--- src/design/dsc_pkg.sv ---
/*
 Package for the drive security command logic: command codes, status and
 error bit positions, payload layout and timing counts.
 Assumes a single 250 MHz clock shared by both ends.
*/
package dsc_pkg;
	// ----------------------------------------------------------------
	// Command codes
	// ----------------------------------------------------------------
	localparam logic [7:0] DSC_CMD_RECAL     = 8'h10;
	localparam logic [7:0] DSC_CMD_SET_PW    = 8'hF1;
	localparam logic [7:0] DSC_CMD_UNLOCK    = 8'hF2;
	localparam logic [7:0] DSC_CMD_ERASE_ARM = 8'hF3;
	localparam logic [7:0] DSC_CMD_ERASE     = 8'hF4;
	localparam logic [7:0] DSC_CMD_FREEZE    = 8'hF5;
	localparam logic [7:0] DSC_CMD_DISABLE   = 8'hF6;
	localparam logic [3:0] DSC_GRP_HI        = 4'hF;
	localparam logic [7:0] DSC_GRP_LEGACY_LO = 8'hBA;
	localparam logic [7:0] DSC_GRP_LEGACY_HI = 8'hBF;
	// ----------------------------------------------------------------
	// Status and error bit positions
	// ----------------------------------------------------------------
	localparam int DSC_ST_ERR   = 0;
	localparam int DSC_ST_DRQ   = 3;
	localparam int DSC_ST_FAULT = 5;
	localparam int DSC_ST_READY = 6;
	localparam int DSC_ST_BUSY  = 7;
	localparam int DSC_ER_TK0   = 1;
	localparam int DSC_ER_ABORT = 2;
	// ----------------------------------------------------------------
	// Payload layout, in 16-bit words
	// ----------------------------------------------------------------
	localparam int          DSC_PW_FIRST  = 1;
	localparam int          DSC_PW_LAST   = 16;
	localparam int          DSC_PW_WORDS  = 16;
	localparam logic [8:0]  DSC_SECT_LAST = 9'h0FF;
	localparam int          DSC_ID_BIT    = 0;
	localparam logic [7:0]  DSC_SECT_CHS  = 8'h01;
	// ----------------------------------------------------------------
	// Timing: head_command_a seek time and erase cycle count
	// ----------------------------------------------------------------
	localparam int DSC_CLK_MHZ       = 250;
	localparam int DSC_RECAL_TIME_NS = 400;
	localparam int DSC_RECAL_CYC     = DSC_RECAL_TIME_NS * DSC_CLK_MHZ / 1000;
	localparam int DSC_ERASE_CYC     = 64;
endpackage : dsc_pkg

--- src/design/dsc_link_if.sv ---
/*
 Interface joining the host adapter end and the device end: a command
 block with strobes, a status byte, an error byte and a 16-bit data port.
 Assumes both ends share clk_sys_in.
*/
`timescale 1ns/1ps
interface dsc_link_if;
	logic        cmd_wr;
	logic [7:0]  cmd_code;
	logic        lba_mode;
	logic [7:0]  status;
	logic [7:0]  error;
	logic [7:0]  sect_num;
	logic [7:0]  cyl_lo;
	logic [7:0]  cyl_hi;
	logic [3:0]  head;
	logic        data_wr;
	logic [15:0] data_word;
	logic        intrq;
	modport device (input cmd_wr, cmd_code, lba_mode, data_wr, data_word,
		output status, error, sect_num, cyl_lo, cyl_hi, head, intrq);
	modport host (output cmd_wr, cmd_code, lba_mode, data_wr, data_word,
		input status, error, sect_num, cyl_lo, cyl_hi, head, intrq);
endinterface : dsc_link_if

--- src/design/dsc_device.sv ---
/*
 Device end: interprets head_command_a and the security command group,
 checks passwords from one-sector data-out payloads and reports results.
 Assumes the host keeps its own obligations and a shared synchronous reset.
*/
// Function
// RL1: CYLINDER_HEAD_SECTOR_ADDRESSING head_command_a leaves cylinders, head zero, sector 1
// RL2: LINEAR_BLOCK_ADDRESSING head_command_a leaves all address fields zero
// RL3: Seek failure sets error and track-zero flag
// RL4: Host recalibrates only while drive ready
// RL5: Disable-password takes one data-out sector
// RL6: Word0 bit0 selects user/master; words 1-16 password
// RL7: Matching password turns lock function off
// RL8: Disable keeps master password stored
// RL9: Disable, arm, erase abort if unsupported/locked/frozen
// RL10: Host disables password only when unlocked
// RL11: Host sends erase-arm directly before erase
// RL12: Erase takes a sector, aborts on mismatch
// RL13: Erase aborts unless previous command armed it
// RL14: Successful erase wipes all user data
// RL15: Erase turns lock off, master kept
// RL16: Freeze-lock enters frozen state
// RL17: Freeze aborts if unsupported or locked
// RL18: Frozen rejects lock-changing commands
// RL19: Frozen clears only at power-on reset
// RL20: Freeze while frozen completes, stays frozen
// RL21: Non-data completion clears busy, raises interrupt
// RL22: Abort sets error and aborted flags, interrupts
// RL23: Unknown security-group codes are aborted
`timescale 1ns/1ps
module dsc_device
	import dsc_pkg::*;
(
	input  wire logic        clk_sys_in,
	input  wire logic        rst_in,
	dsc_link_if.device       link,
	input  wire logic        sec_supported_in,
	input  wire logic        sec_locked_in,
	input  wire logic        sec_enabled_in,
	input  wire logic [255:0] user_pw_in,
	input  wire logic [255:0] master_pw_in,
	input  wire logic        seek_fail_in,
	output logic             frozen_out,
	output logic             lock_clear_out,
	output logic             erase_busy_out,
	output logic             erase_done_out
);
	import dsc_pkg::*;

	typedef enum logic [2:0] {
		DSC_IDLE, DSC_SEEK, DSC_DATA, DSC_CHECK, DSC_ERASE
	} dsc_state_type;

	dsc_state_type  state_reg;
	logic [7:0]     cmd_reg;
	logic [7:0]     status_reg;
	logic [7:0]     error_reg;
	logic [7:0]     sect_reg;
	logic [7:0]     cyl_lo_reg;
	logic [7:0]     cyl_hi_reg;
	logic [3:0]     head_reg;
	logic           intrq_reg;
	logic           lba_reg;
	logic           frozen_reg;
	logic           armed_reg;
	logic           id_master_reg;
	logic [8:0]     word_cnt_reg;
	logic [255:0]   pw_reg;
	logic [15:0]    cnt_reg;
	logic           lock_clear_reg;
	logic           erase_done_reg;
	logic           done_ok;
	logic           done_abort;
	logic           pw_match;
	logic           grp_code;
	logic [7:0]     c;

	assign link.status   = status_reg;
	assign link.error    = error_reg;
	assign link.sect_num = sect_reg;
	assign link.cyl_lo   = cyl_lo_reg;
	assign link.cyl_hi   = cyl_hi_reg;
	assign link.head     = head_reg;
	assign link.intrq    = intrq_reg;
	assign frozen_out     = frozen_reg;
	assign lock_clear_out = lock_clear_reg;
	assign erase_busy_out = (state_reg == DSC_ERASE);
	assign erase_done_out = erase_done_reg;

	assign c        = link.cmd_code;
	assign grp_code = (c[7:4] == DSC_GRP_HI) ||
		((c >= DSC_GRP_LEGACY_LO) && (c <= DSC_GRP_LEGACY_HI));
	// ----------------------------------------------------------------
	// Password comparison
	// ----------------------------------------------------------------
	assign pw_match = id_master_reg ? (pw_reg == master_pw_in)
		: (sec_enabled_in && (pw_reg == user_pw_in)); // RL6

	// ----------------------------------------------------------------
	// Command sequencer
	// ----------------------------------------------------------------
	always_ff @(posedge clk_sys_in) begin
		done_ok    <= 1'b0;
		done_abort <= 1'b0;
		if (rst_in) begin
			state_reg <= DSC_IDLE;
			cmd_reg   <= 8'h00;
			lba_reg   <= 1'b0;
			cnt_reg   <= 16'h0000;
			done_ok   <= 1'b0;
		end else begin
			case (state_reg)
				DSC_IDLE: begin
					if (link.cmd_wr) begin
						cmd_reg <= c;
						lba_reg <= link.lba_mode;
						cnt_reg <= 16'h0000;
						if (c == DSC_CMD_RECAL) begin
							state_reg <= DSC_SEEK;
						end else if (c == DSC_CMD_FREEZE) begin
							if (!sec_supported_in || sec_locked_in) begin
								done_abort <= 1'b1; // RL17
							end else begin
								done_ok <= 1'b1; // RL20
							end
						end else if (c == DSC_CMD_ERASE_ARM) begin
							if (!sec_supported_in || sec_locked_in || frozen_reg) begin
								done_abort <= 1'b1; // RL9
							end else begin
								done_ok <= 1'b1;
							end
						end else if (c == DSC_CMD_DISABLE || c == DSC_CMD_ERASE) begin
							if (!sec_supported_in || sec_locked_in || frozen_reg) begin
								done_abort <= 1'b1; // RL9 RL18
							end else if (c == DSC_CMD_ERASE && !armed_reg) begin
								done_abort <= 1'b1; // RL13
							end else begin
								state_reg <= DSC_DATA; // RL5 RL12
							end
						end else if (grp_code) begin
							done_abort <= 1'b1; // RL18 RL23
						end else begin
							done_abort <= 1'b1;
						end
					end
				end
				DSC_SEEK: begin
					cnt_reg <= cnt_reg + 16'h0001;
					if (cnt_reg == 16'(DSC_RECAL_CYC - 1)) begin
						state_reg <= DSC_IDLE;
						if (seek_fail_in) begin
							done_abort <= 1'b1; // RL3
						end else begin
							done_ok <= 1'b1;
						end
					end
				end
				DSC_DATA: begin
					if (link.data_wr && word_cnt_reg == DSC_SECT_LAST) begin
						state_reg <= DSC_CHECK;
					end
				end
				DSC_CHECK: begin
					if (!pw_match) begin
						state_reg  <= DSC_IDLE;
						done_abort <= 1'b1; // RL12
					end else if (cmd_reg == DSC_CMD_ERASE) begin
						state_reg <= DSC_ERASE;
					end else begin
						state_reg <= DSC_IDLE;
						done_ok   <= 1'b1; // RL7
					end
				end
				DSC_ERASE: begin
					cnt_reg <= cnt_reg + 16'h0001;
					if (cnt_reg == 16'(DSC_ERASE_CYC - 1)) begin
						state_reg <= DSC_IDLE;
						done_ok   <= 1'b1; // RL14
					end
				end
				default: state_reg <= DSC_IDLE;
			endcase
		end
	end

	// ----------------------------------------------------------------
	// Payload capture
	// ----------------------------------------------------------------
	always_ff @(posedge clk_sys_in) begin
		if (rst_in || state_reg != DSC_DATA) begin
			word_cnt_reg <= 9'h000;
			if (rst_in) begin
				pw_reg        <= '0;
				id_master_reg <= 1'b0;
			end
		end else if (link.data_wr) begin
			word_cnt_reg <= word_cnt_reg + 9'h001;
			if (word_cnt_reg == 9'h000) begin
				id_master_reg <= link.data_word[DSC_ID_BIT]; // RL6
			end else if (word_cnt_reg <= 9'(DSC_PW_LAST)) begin
				pw_reg[(int'(word_cnt_reg) - DSC_PW_FIRST) * 16 +: 16] <= link.data_word;
			end
		end
	end

	// ----------------------------------------------------------------
	// Security state: frozen, armed, lock clear
	// ----------------------------------------------------------------
	always_ff @(posedge clk_sys_in) begin
		if (rst_in) begin
			frozen_reg <= 1'b0; // RL19
		end else if (done_ok && cmd_reg == DSC_CMD_FREEZE) begin
			frozen_reg <= 1'b1; // RL16 RL20
		end
	end

	always_ff @(posedge clk_sys_in) begin
		if (rst_in) begin
			armed_reg <= 1'b0;
		end else if (done_ok || done_abort) begin
			armed_reg <= done_ok && (cmd_reg == DSC_CMD_ERASE_ARM); // RL13
		end
	end

	// Master password lives outside; only the lock is released
	always_ff @(posedge clk_sys_in) begin
		if (rst_in) begin
			lock_clear_reg <= 1'b0;
			erase_done_reg <= 1'b0;
		end else begin
			lock_clear_reg <= done_ok && (cmd_reg == DSC_CMD_DISABLE ||
				cmd_reg == DSC_CMD_ERASE); // RL7 RL8 RL15
			erase_done_reg <= done_ok && (cmd_reg == DSC_CMD_ERASE); // RL14
		end
	end

	// ----------------------------------------------------------------
	// Task file outputs
	// ----------------------------------------------------------------
	always_ff @(posedge clk_sys_in) begin
		if (rst_in) begin
			status_reg <= 8'h40;
			error_reg  <= 8'h00;
			intrq_reg  <= 1'b0;
			sect_reg   <= 8'h01;
			cyl_lo_reg <= 8'h00;
			cyl_hi_reg <= 8'h00;
			head_reg   <= 4'h0;
		end else begin
			intrq_reg <= done_ok || done_abort; // RL21 RL22
			if (state_reg == DSC_IDLE && link.cmd_wr) begin
				status_reg <= 8'h00;
				status_reg[DSC_ST_BUSY] <= 1'b1;
				error_reg  <= 8'h00;
			end else if (state_reg == DSC_DATA) begin
				status_reg[DSC_ST_BUSY] <= 1'b0;
				status_reg[DSC_ST_DRQ]  <= 1'b1; // RL5
			end else if (state_reg == DSC_CHECK) begin
				status_reg[DSC_ST_DRQ]  <= 1'b0;
				status_reg[DSC_ST_BUSY] <= 1'b1;
			end
			if (done_ok || done_abort) begin
				status_reg <= 8'h00;
				status_reg[DSC_ST_READY] <= 1'b1; // RL21
				status_reg[DSC_ST_ERR]   <= done_abort; // RL22
				error_reg <= 8'h00;
				if (done_abort && cmd_reg == DSC_CMD_RECAL) begin
					error_reg[DSC_ER_TK0] <= 1'b1; // RL3
				end else if (done_abort) begin
					error_reg[DSC_ER_ABORT] <= 1'b1; // RL22
				end
				if (done_ok && cmd_reg == DSC_CMD_RECAL) begin
					cyl_lo_reg <= 8'h00;
					cyl_hi_reg <= 8'h00;
					head_reg   <= 4'h0;
					sect_reg   <= lba_reg ? 8'h00 : DSC_SECT_CHS; // RL1 RL2
				end
			end
		end
	end
endmodule : dsc_device

--- src/flat_wrapper.sv ---
// flat-port wrapper written by rule: the top's interface ports become plain ports
module dsc_device_flat import dsc_pkg::*;
  (clk_sys_in, rst_in, sec_supported_in, sec_locked_in, sec_enabled_in, user_pw_in, master_pw_in, seek_fail_in, frozen_out, lock_clear_out, erase_busy_out, erase_done_out, link_cmd_wr, link_cmd_code, link_lba_mode, link_data_wr, link_data_word, link_status, link_error, link_sect_num, link_cyl_lo, link_cyl_hi, link_head, link_intrq);
  dsc_link_if link_i ();
  input  wire logic clk_sys_in;
  input  wire logic rst_in;
  input  wire logic sec_supported_in;
  input  wire logic sec_locked_in;
  input  wire logic sec_enabled_in;
  input  wire logic [255:0] user_pw_in;
  input  wire logic [255:0] master_pw_in;
  input  wire logic seek_fail_in;
  output logic frozen_out;
  output logic lock_clear_out;
  output logic erase_busy_out;
  output logic erase_done_out;
  input wire logic [$bits(link_i.cmd_wr)-1:0] link_cmd_wr;
  input wire logic [$bits(link_i.cmd_code)-1:0] link_cmd_code;
  input wire logic [$bits(link_i.lba_mode)-1:0] link_lba_mode;
  input wire logic [$bits(link_i.data_wr)-1:0] link_data_wr;
  input wire logic [$bits(link_i.data_word)-1:0] link_data_word;
  output wire logic [$bits(link_i.status)-1:0] link_status;
  output wire logic [$bits(link_i.error)-1:0] link_error;
  output wire logic [$bits(link_i.sect_num)-1:0] link_sect_num;
  output wire logic [$bits(link_i.cyl_lo)-1:0] link_cyl_lo;
  output wire logic [$bits(link_i.cyl_hi)-1:0] link_cyl_hi;
  output wire logic [$bits(link_i.head)-1:0] link_head;
  output wire logic [$bits(link_i.intrq)-1:0] link_intrq;
  assign link_i.cmd_wr = link_cmd_wr;
  assign link_i.cmd_code = link_cmd_code;
  assign link_i.lba_mode = link_lba_mode;
  assign link_i.data_wr = link_data_wr;
  assign link_i.data_word = link_data_word;
  assign link_status = link_i.status;
  assign link_error = link_i.error;
  assign link_sect_num = link_i.sect_num;
  assign link_cyl_lo = link_i.cyl_lo;
  assign link_cyl_hi = link_i.cyl_hi;
  assign link_head = link_i.head;
  assign link_intrq = link_i.intrq;
  dsc_device u_core (.clk_sys_in(clk_sys_in), .rst_in(rst_in), .link(link_i), .sec_supported_in(sec_supported_in), .sec_locked_in(sec_locked_in), .sec_enabled_in(sec_enabled_in), .user_pw_in(user_pw_in), .master_pw_in(master_pw_in), .seek_fail_in(seek_fail_in), .frozen_out(frozen_out), .lock_clear_out(lock_clear_out), .erase_busy_out(erase_busy_out), .erase_done_out(erase_done_out));
endmodule
--- config.mk ---
export PLATFORM = sky130hd
export DESIGN_NAME = dsc_device_flat
export DESIGN_NICKNAME = d
export VERILOG_FILES = /design/src/design/dsc_pkg.sv /design/src/design/dsc_link_if.sv /design/src/design/dsc_device.sv /design/src/flat_wrapper.sv
export SDC_FILE = /design/constraint.sdc
export NUM_CORES = 1
export LEC_CHECK = 0
export BUFFER_PORTS_ARGS = -buffer_cell sky130_fd_sc_hd__buf_2
export CAP_MARGIN = 20
export CORE_MARGIN = 1.5
export CORE_UTILIZATION = 30
export CTS_CLUSTER_DIAMETER = 120
export DETAILED_ROUTE_END_ITERATION = 10
export GPL_TIMING_DRIVEN = 0
export HOLD_SLACK_MARGIN = 0.15
export PLACE_DENSITY = 0.53
export SLEW_MARGIN = 20
export SYNTH_ARGS = -nofsm -noshare
export SYNTH_HDL_FRONTEND = slang
export SYNTH_SLANG_ARGS = --single-unit
--- constraint.sdc ---
create_clock -name clk_sys_in -period 8.3 [get_ports clk_sys_in]
set_clock_uncertainty 0.15 [all_clocks]
set_input_delay 0.83 -clock clk_sys_in [delete_from_list [all_inputs] [get_ports clk_sys_in]]
set_output_delay 0.83 -clock clk_sys_in [all_outputs]
set_load 0.02 [all_outputs]
==> flow_summary.yaml <==
critical_path:
  path_buf_inv: 5
  path_depth: 19
  crit_top_cell: "nand3_1"
  arrival_ps: 6440
  worstSetupEndpointType: "register"
  cp_top_family: "simple AND/OR/NAND/NOR gates"
  crit_type: "reg -> reg"
  path_max_fanout: 10
  critPathSlowestCell: "nor4_1"
  worst_path_largest_cell_delay_ps: 950
  reg2reg_depth: 19
  required_ps: 8470
  path_cells: "clkbuf_1 -> inv_1 -> ha_1 -> buf_4 -> nor4b_4 -> o2111ai_1 -> a21boi_0 -> or2_2 -> inv_1 -> nor2_1 -> nand2_1 -> ha_1 -> nor4b_1 -> nand3_1 -> nor4_1 -> nand3_1 -> clkbuf_1 -> nand3_1 -> o21ai_1"
  start_kind: "register"
final_layout:
  finalInstanceArea_sq_mm: 0.02636
  syn_to_final_growth_pct: 26.68
  final-seq-area_sq_mm: 0.008738
  stdcell_count: 3906
  n_fill_cell: 7191
  final_layout_size_suffix_gt1_share_pct: 24.03
  multi_input_area_sq_mm: 0.01095
  largest_register_ffs: 256
  nets: 3488
clocking:
  cts_hold_buf: 0
  cts_buffers: 37
  clock_path_buffers: 3
  clkTransAtPathRegs_ps: 60
  cts_root_buf: "clkbuf_16"
  cts_tree: "done"
  clk_latency_ps: 580
  post_cts_buffers: 0
  cts_resized: 0
  cts.htree.levels: 2
  cts.sinks: 308
sta:
  tightest_slew_ps: 1317
  min_period_ps: 6265
  fmax_mhz: 159.6
  post-route-period-util_pct: 75.49
  finalSetupViolations: 0
  slew_headroom_pct: 11.38
  tns_ps: 0
  hold_viol: 0
  rsz0062_at_grt: "false"
  slew_viol_final: 0
status:
  outcome: "complete, no violations"
routing:
  drc: 0
  drt_wl_total_um: 140300
  via_per_inst: 5.888
  drtIter0Drc: 3404
  first_pass_iters: 6
  vias: 23000
  routedWlPerCell_um: 35.91
  drtAntennaViolNets: 0
logic_synthesis:
  synth-edff-count: 257
  synth_flop_cell: "edfxtp_1"
  ys_warn_count: 0
  ys_types: 69
  synth_top_area_share_pct: 37.09
  ys_ff_latch: 308
  yosysTopAreaCell: "edfxtp_1"
  syn-cell-area_sq_mm: 0.02081
  synthTopCellsByArea: "edfxtp_1 37%, xor2_1 7.6%, nand3_1 7.0%"
  synth_area_per_cell_sq_um: 9.074
  synthCells: 2293
  async_flop_share_pct: 0
  yosysSeqAreaShare_pct: 42.00
placed_design:
  port_buffers: 555
  dp_cells: 3826
  gp_congestion: 1.053
  dp.final_hpwl_um: 119100
  placedInstanceArea_sq_mm: 0.02512
floorplan:
  dieWidth_um: 266.4
  die-area_sq_mm: 0.07094
  die_h_um: 266.4
  rows: 96
  start_util_pct: 30.34
  core_sq_mm: 0.06859
  io_pins: 594
power:
  leakage_nw: 10.02
  ir_drop_uv: 107.6
  p_per_area_mw_per_mm2: 156.6
grt:
  grt_pass1_vias: 20980
  antenna_found_initial: 36
  grt.total_usage_pct: 38.22
  overflow: 0
  grt_max_degree: 54
  grt_pass1_wl_um: 181600
run:
  cap_violations: 0
worst_hold_path:
  holdPathStages: 2
  hold_class: "reg -> reg"
## power by group
| group | leakage, nW | internal [mW] | total (mW) | switching, mW |
|---|---|---|---|---|
| Sequential | 3.07 | 1.72 | 1.85 | 0.130 |
| Combinational | 6.36 | 0.237 | 0.614 | 0.377 |
| Clock | 0.590 | 0.929 | 1.66 | 0.733 |
## tightest hold or removal path, cell delays in order (launching register included)
cell and delay (ps):
dfxtp_1 300, nand2_1 50, nand2_1 40
## synthesized netlist by cell type, drive strengths merged (4+ instances only)
cell type	n
nand4	70
xor2	181
a31oi	6
clkbuf	62
nor2	59
o21ai	251
o2111ai	14
nor4b	7
edfxtp	257
and3	11
nand2b	56
ha	9
dfxtp	51
and4	6
o22ai	56
o221ai	4
o211ai	4
buf	67
a221oi	32
xnor2	163
nand2	136
nand3	290
nor4	78
a22oi	6
nor3	20
inv	177
a22o	16
or3	9
or4	12
nor2b	56
o2bb2ai	20
a2111oi	20
a21oi	46
## cell families (layout without fill, tap and decap cells)
group	after synthesis	in the layout	synth area share, %
and+or+nand+nor	824	824	21.25
AOI/OAI and AO/OA	497	497	15.05
xor gates and xnor gates	344	344	14.55
DFF	308	308	42.00
buffers and inverters	306	940	6.386
adders and majority gates	9	9	0.5412
muxes	4	4	0.2045
other	1	49	0.01802
## layout by cell type (no fill, tap or decap), types with 19 or more instances in the layout
cell,instances
buf_2,563
nand3_1,289
edfxtp_1,257
o21ai_0,195
xor2_1,180
inv_1,177
xnor2_1,162
nand2_1,133
nand4_1,70
nor4_1,68
clkbuf_1,67
nor2_1,59
nor2b_1,56
o22ai_1,56
nand2b_1,56
dfxtp_1,51
o21ai_1,46
a21oi_1,46
buf_4,44
clkbuf_16,38
conb_1,37
a221oi_1,32
o2bb2ai_1,20
nor3_1,19
## layout make-up
cell class | instances | area share [%]
repair buffers | 566 | 11.18
plain buffers | 129 | 2.521
inverters | 177 | 2.521
flip-flops and latches | 308 | 33.15
clock buffers | 45 | 3.784
multi-input cells | 1715 | 41.54
clock inverters | 23 | 0.7596
well taps | 931 | 4.420
diodes | 12 | 0.1139
## layer usage
layer	wire length [um]	GRT usage [%]
met5	242	0
met4	10120	23.11
met1	52970	48.87
met2	58200	55.64
met3	18720	12.56
## through the flow
step | setup WS (ps) | total power [mW] | hold WS, ps | util, %
2_1_floorplan | 406.0 | 2.045 | 275.8 | -
3_3_place_gp | -2926 | 2.476 | 279.9 | 36.28
3_5_place_dp | 2240 | 2.463 | 283.6 | 36.63
4_1_cts | 2230 | 4.088 | 293.7 | 38.38
5_1_grt | 1653 | 4.176 | 332.6 | 38.40
6_report | 2035 | 4.127 | 288.8 | 38.43
## final timing paths
kind	startpoint	slack, ps	endpoint
worst max-delay path	u_core.word_cnt_reg[0]$_SDFFE_PP0P_	2030	u_core.pw_reg[186]$_SDFFCE_PP0P_
worst max register to register	u_core.word_cnt_reg[0]$_SDFFE_PP0P_	2030	u_core.pw_reg[186]$_SDFFCE_PP0P_
worst min-delay path	u_core.link.status[6]$_SDFFE_PP1P_	290	u_core.link.status[6]$_SDFFE_PP1P_
worst min register to register	u_core.link.status[6]$_SDFFE_PP1P_	290	u_core.link.status[6]$_SDFFE_PP1P_
Power figures use the tool's default switching activity.
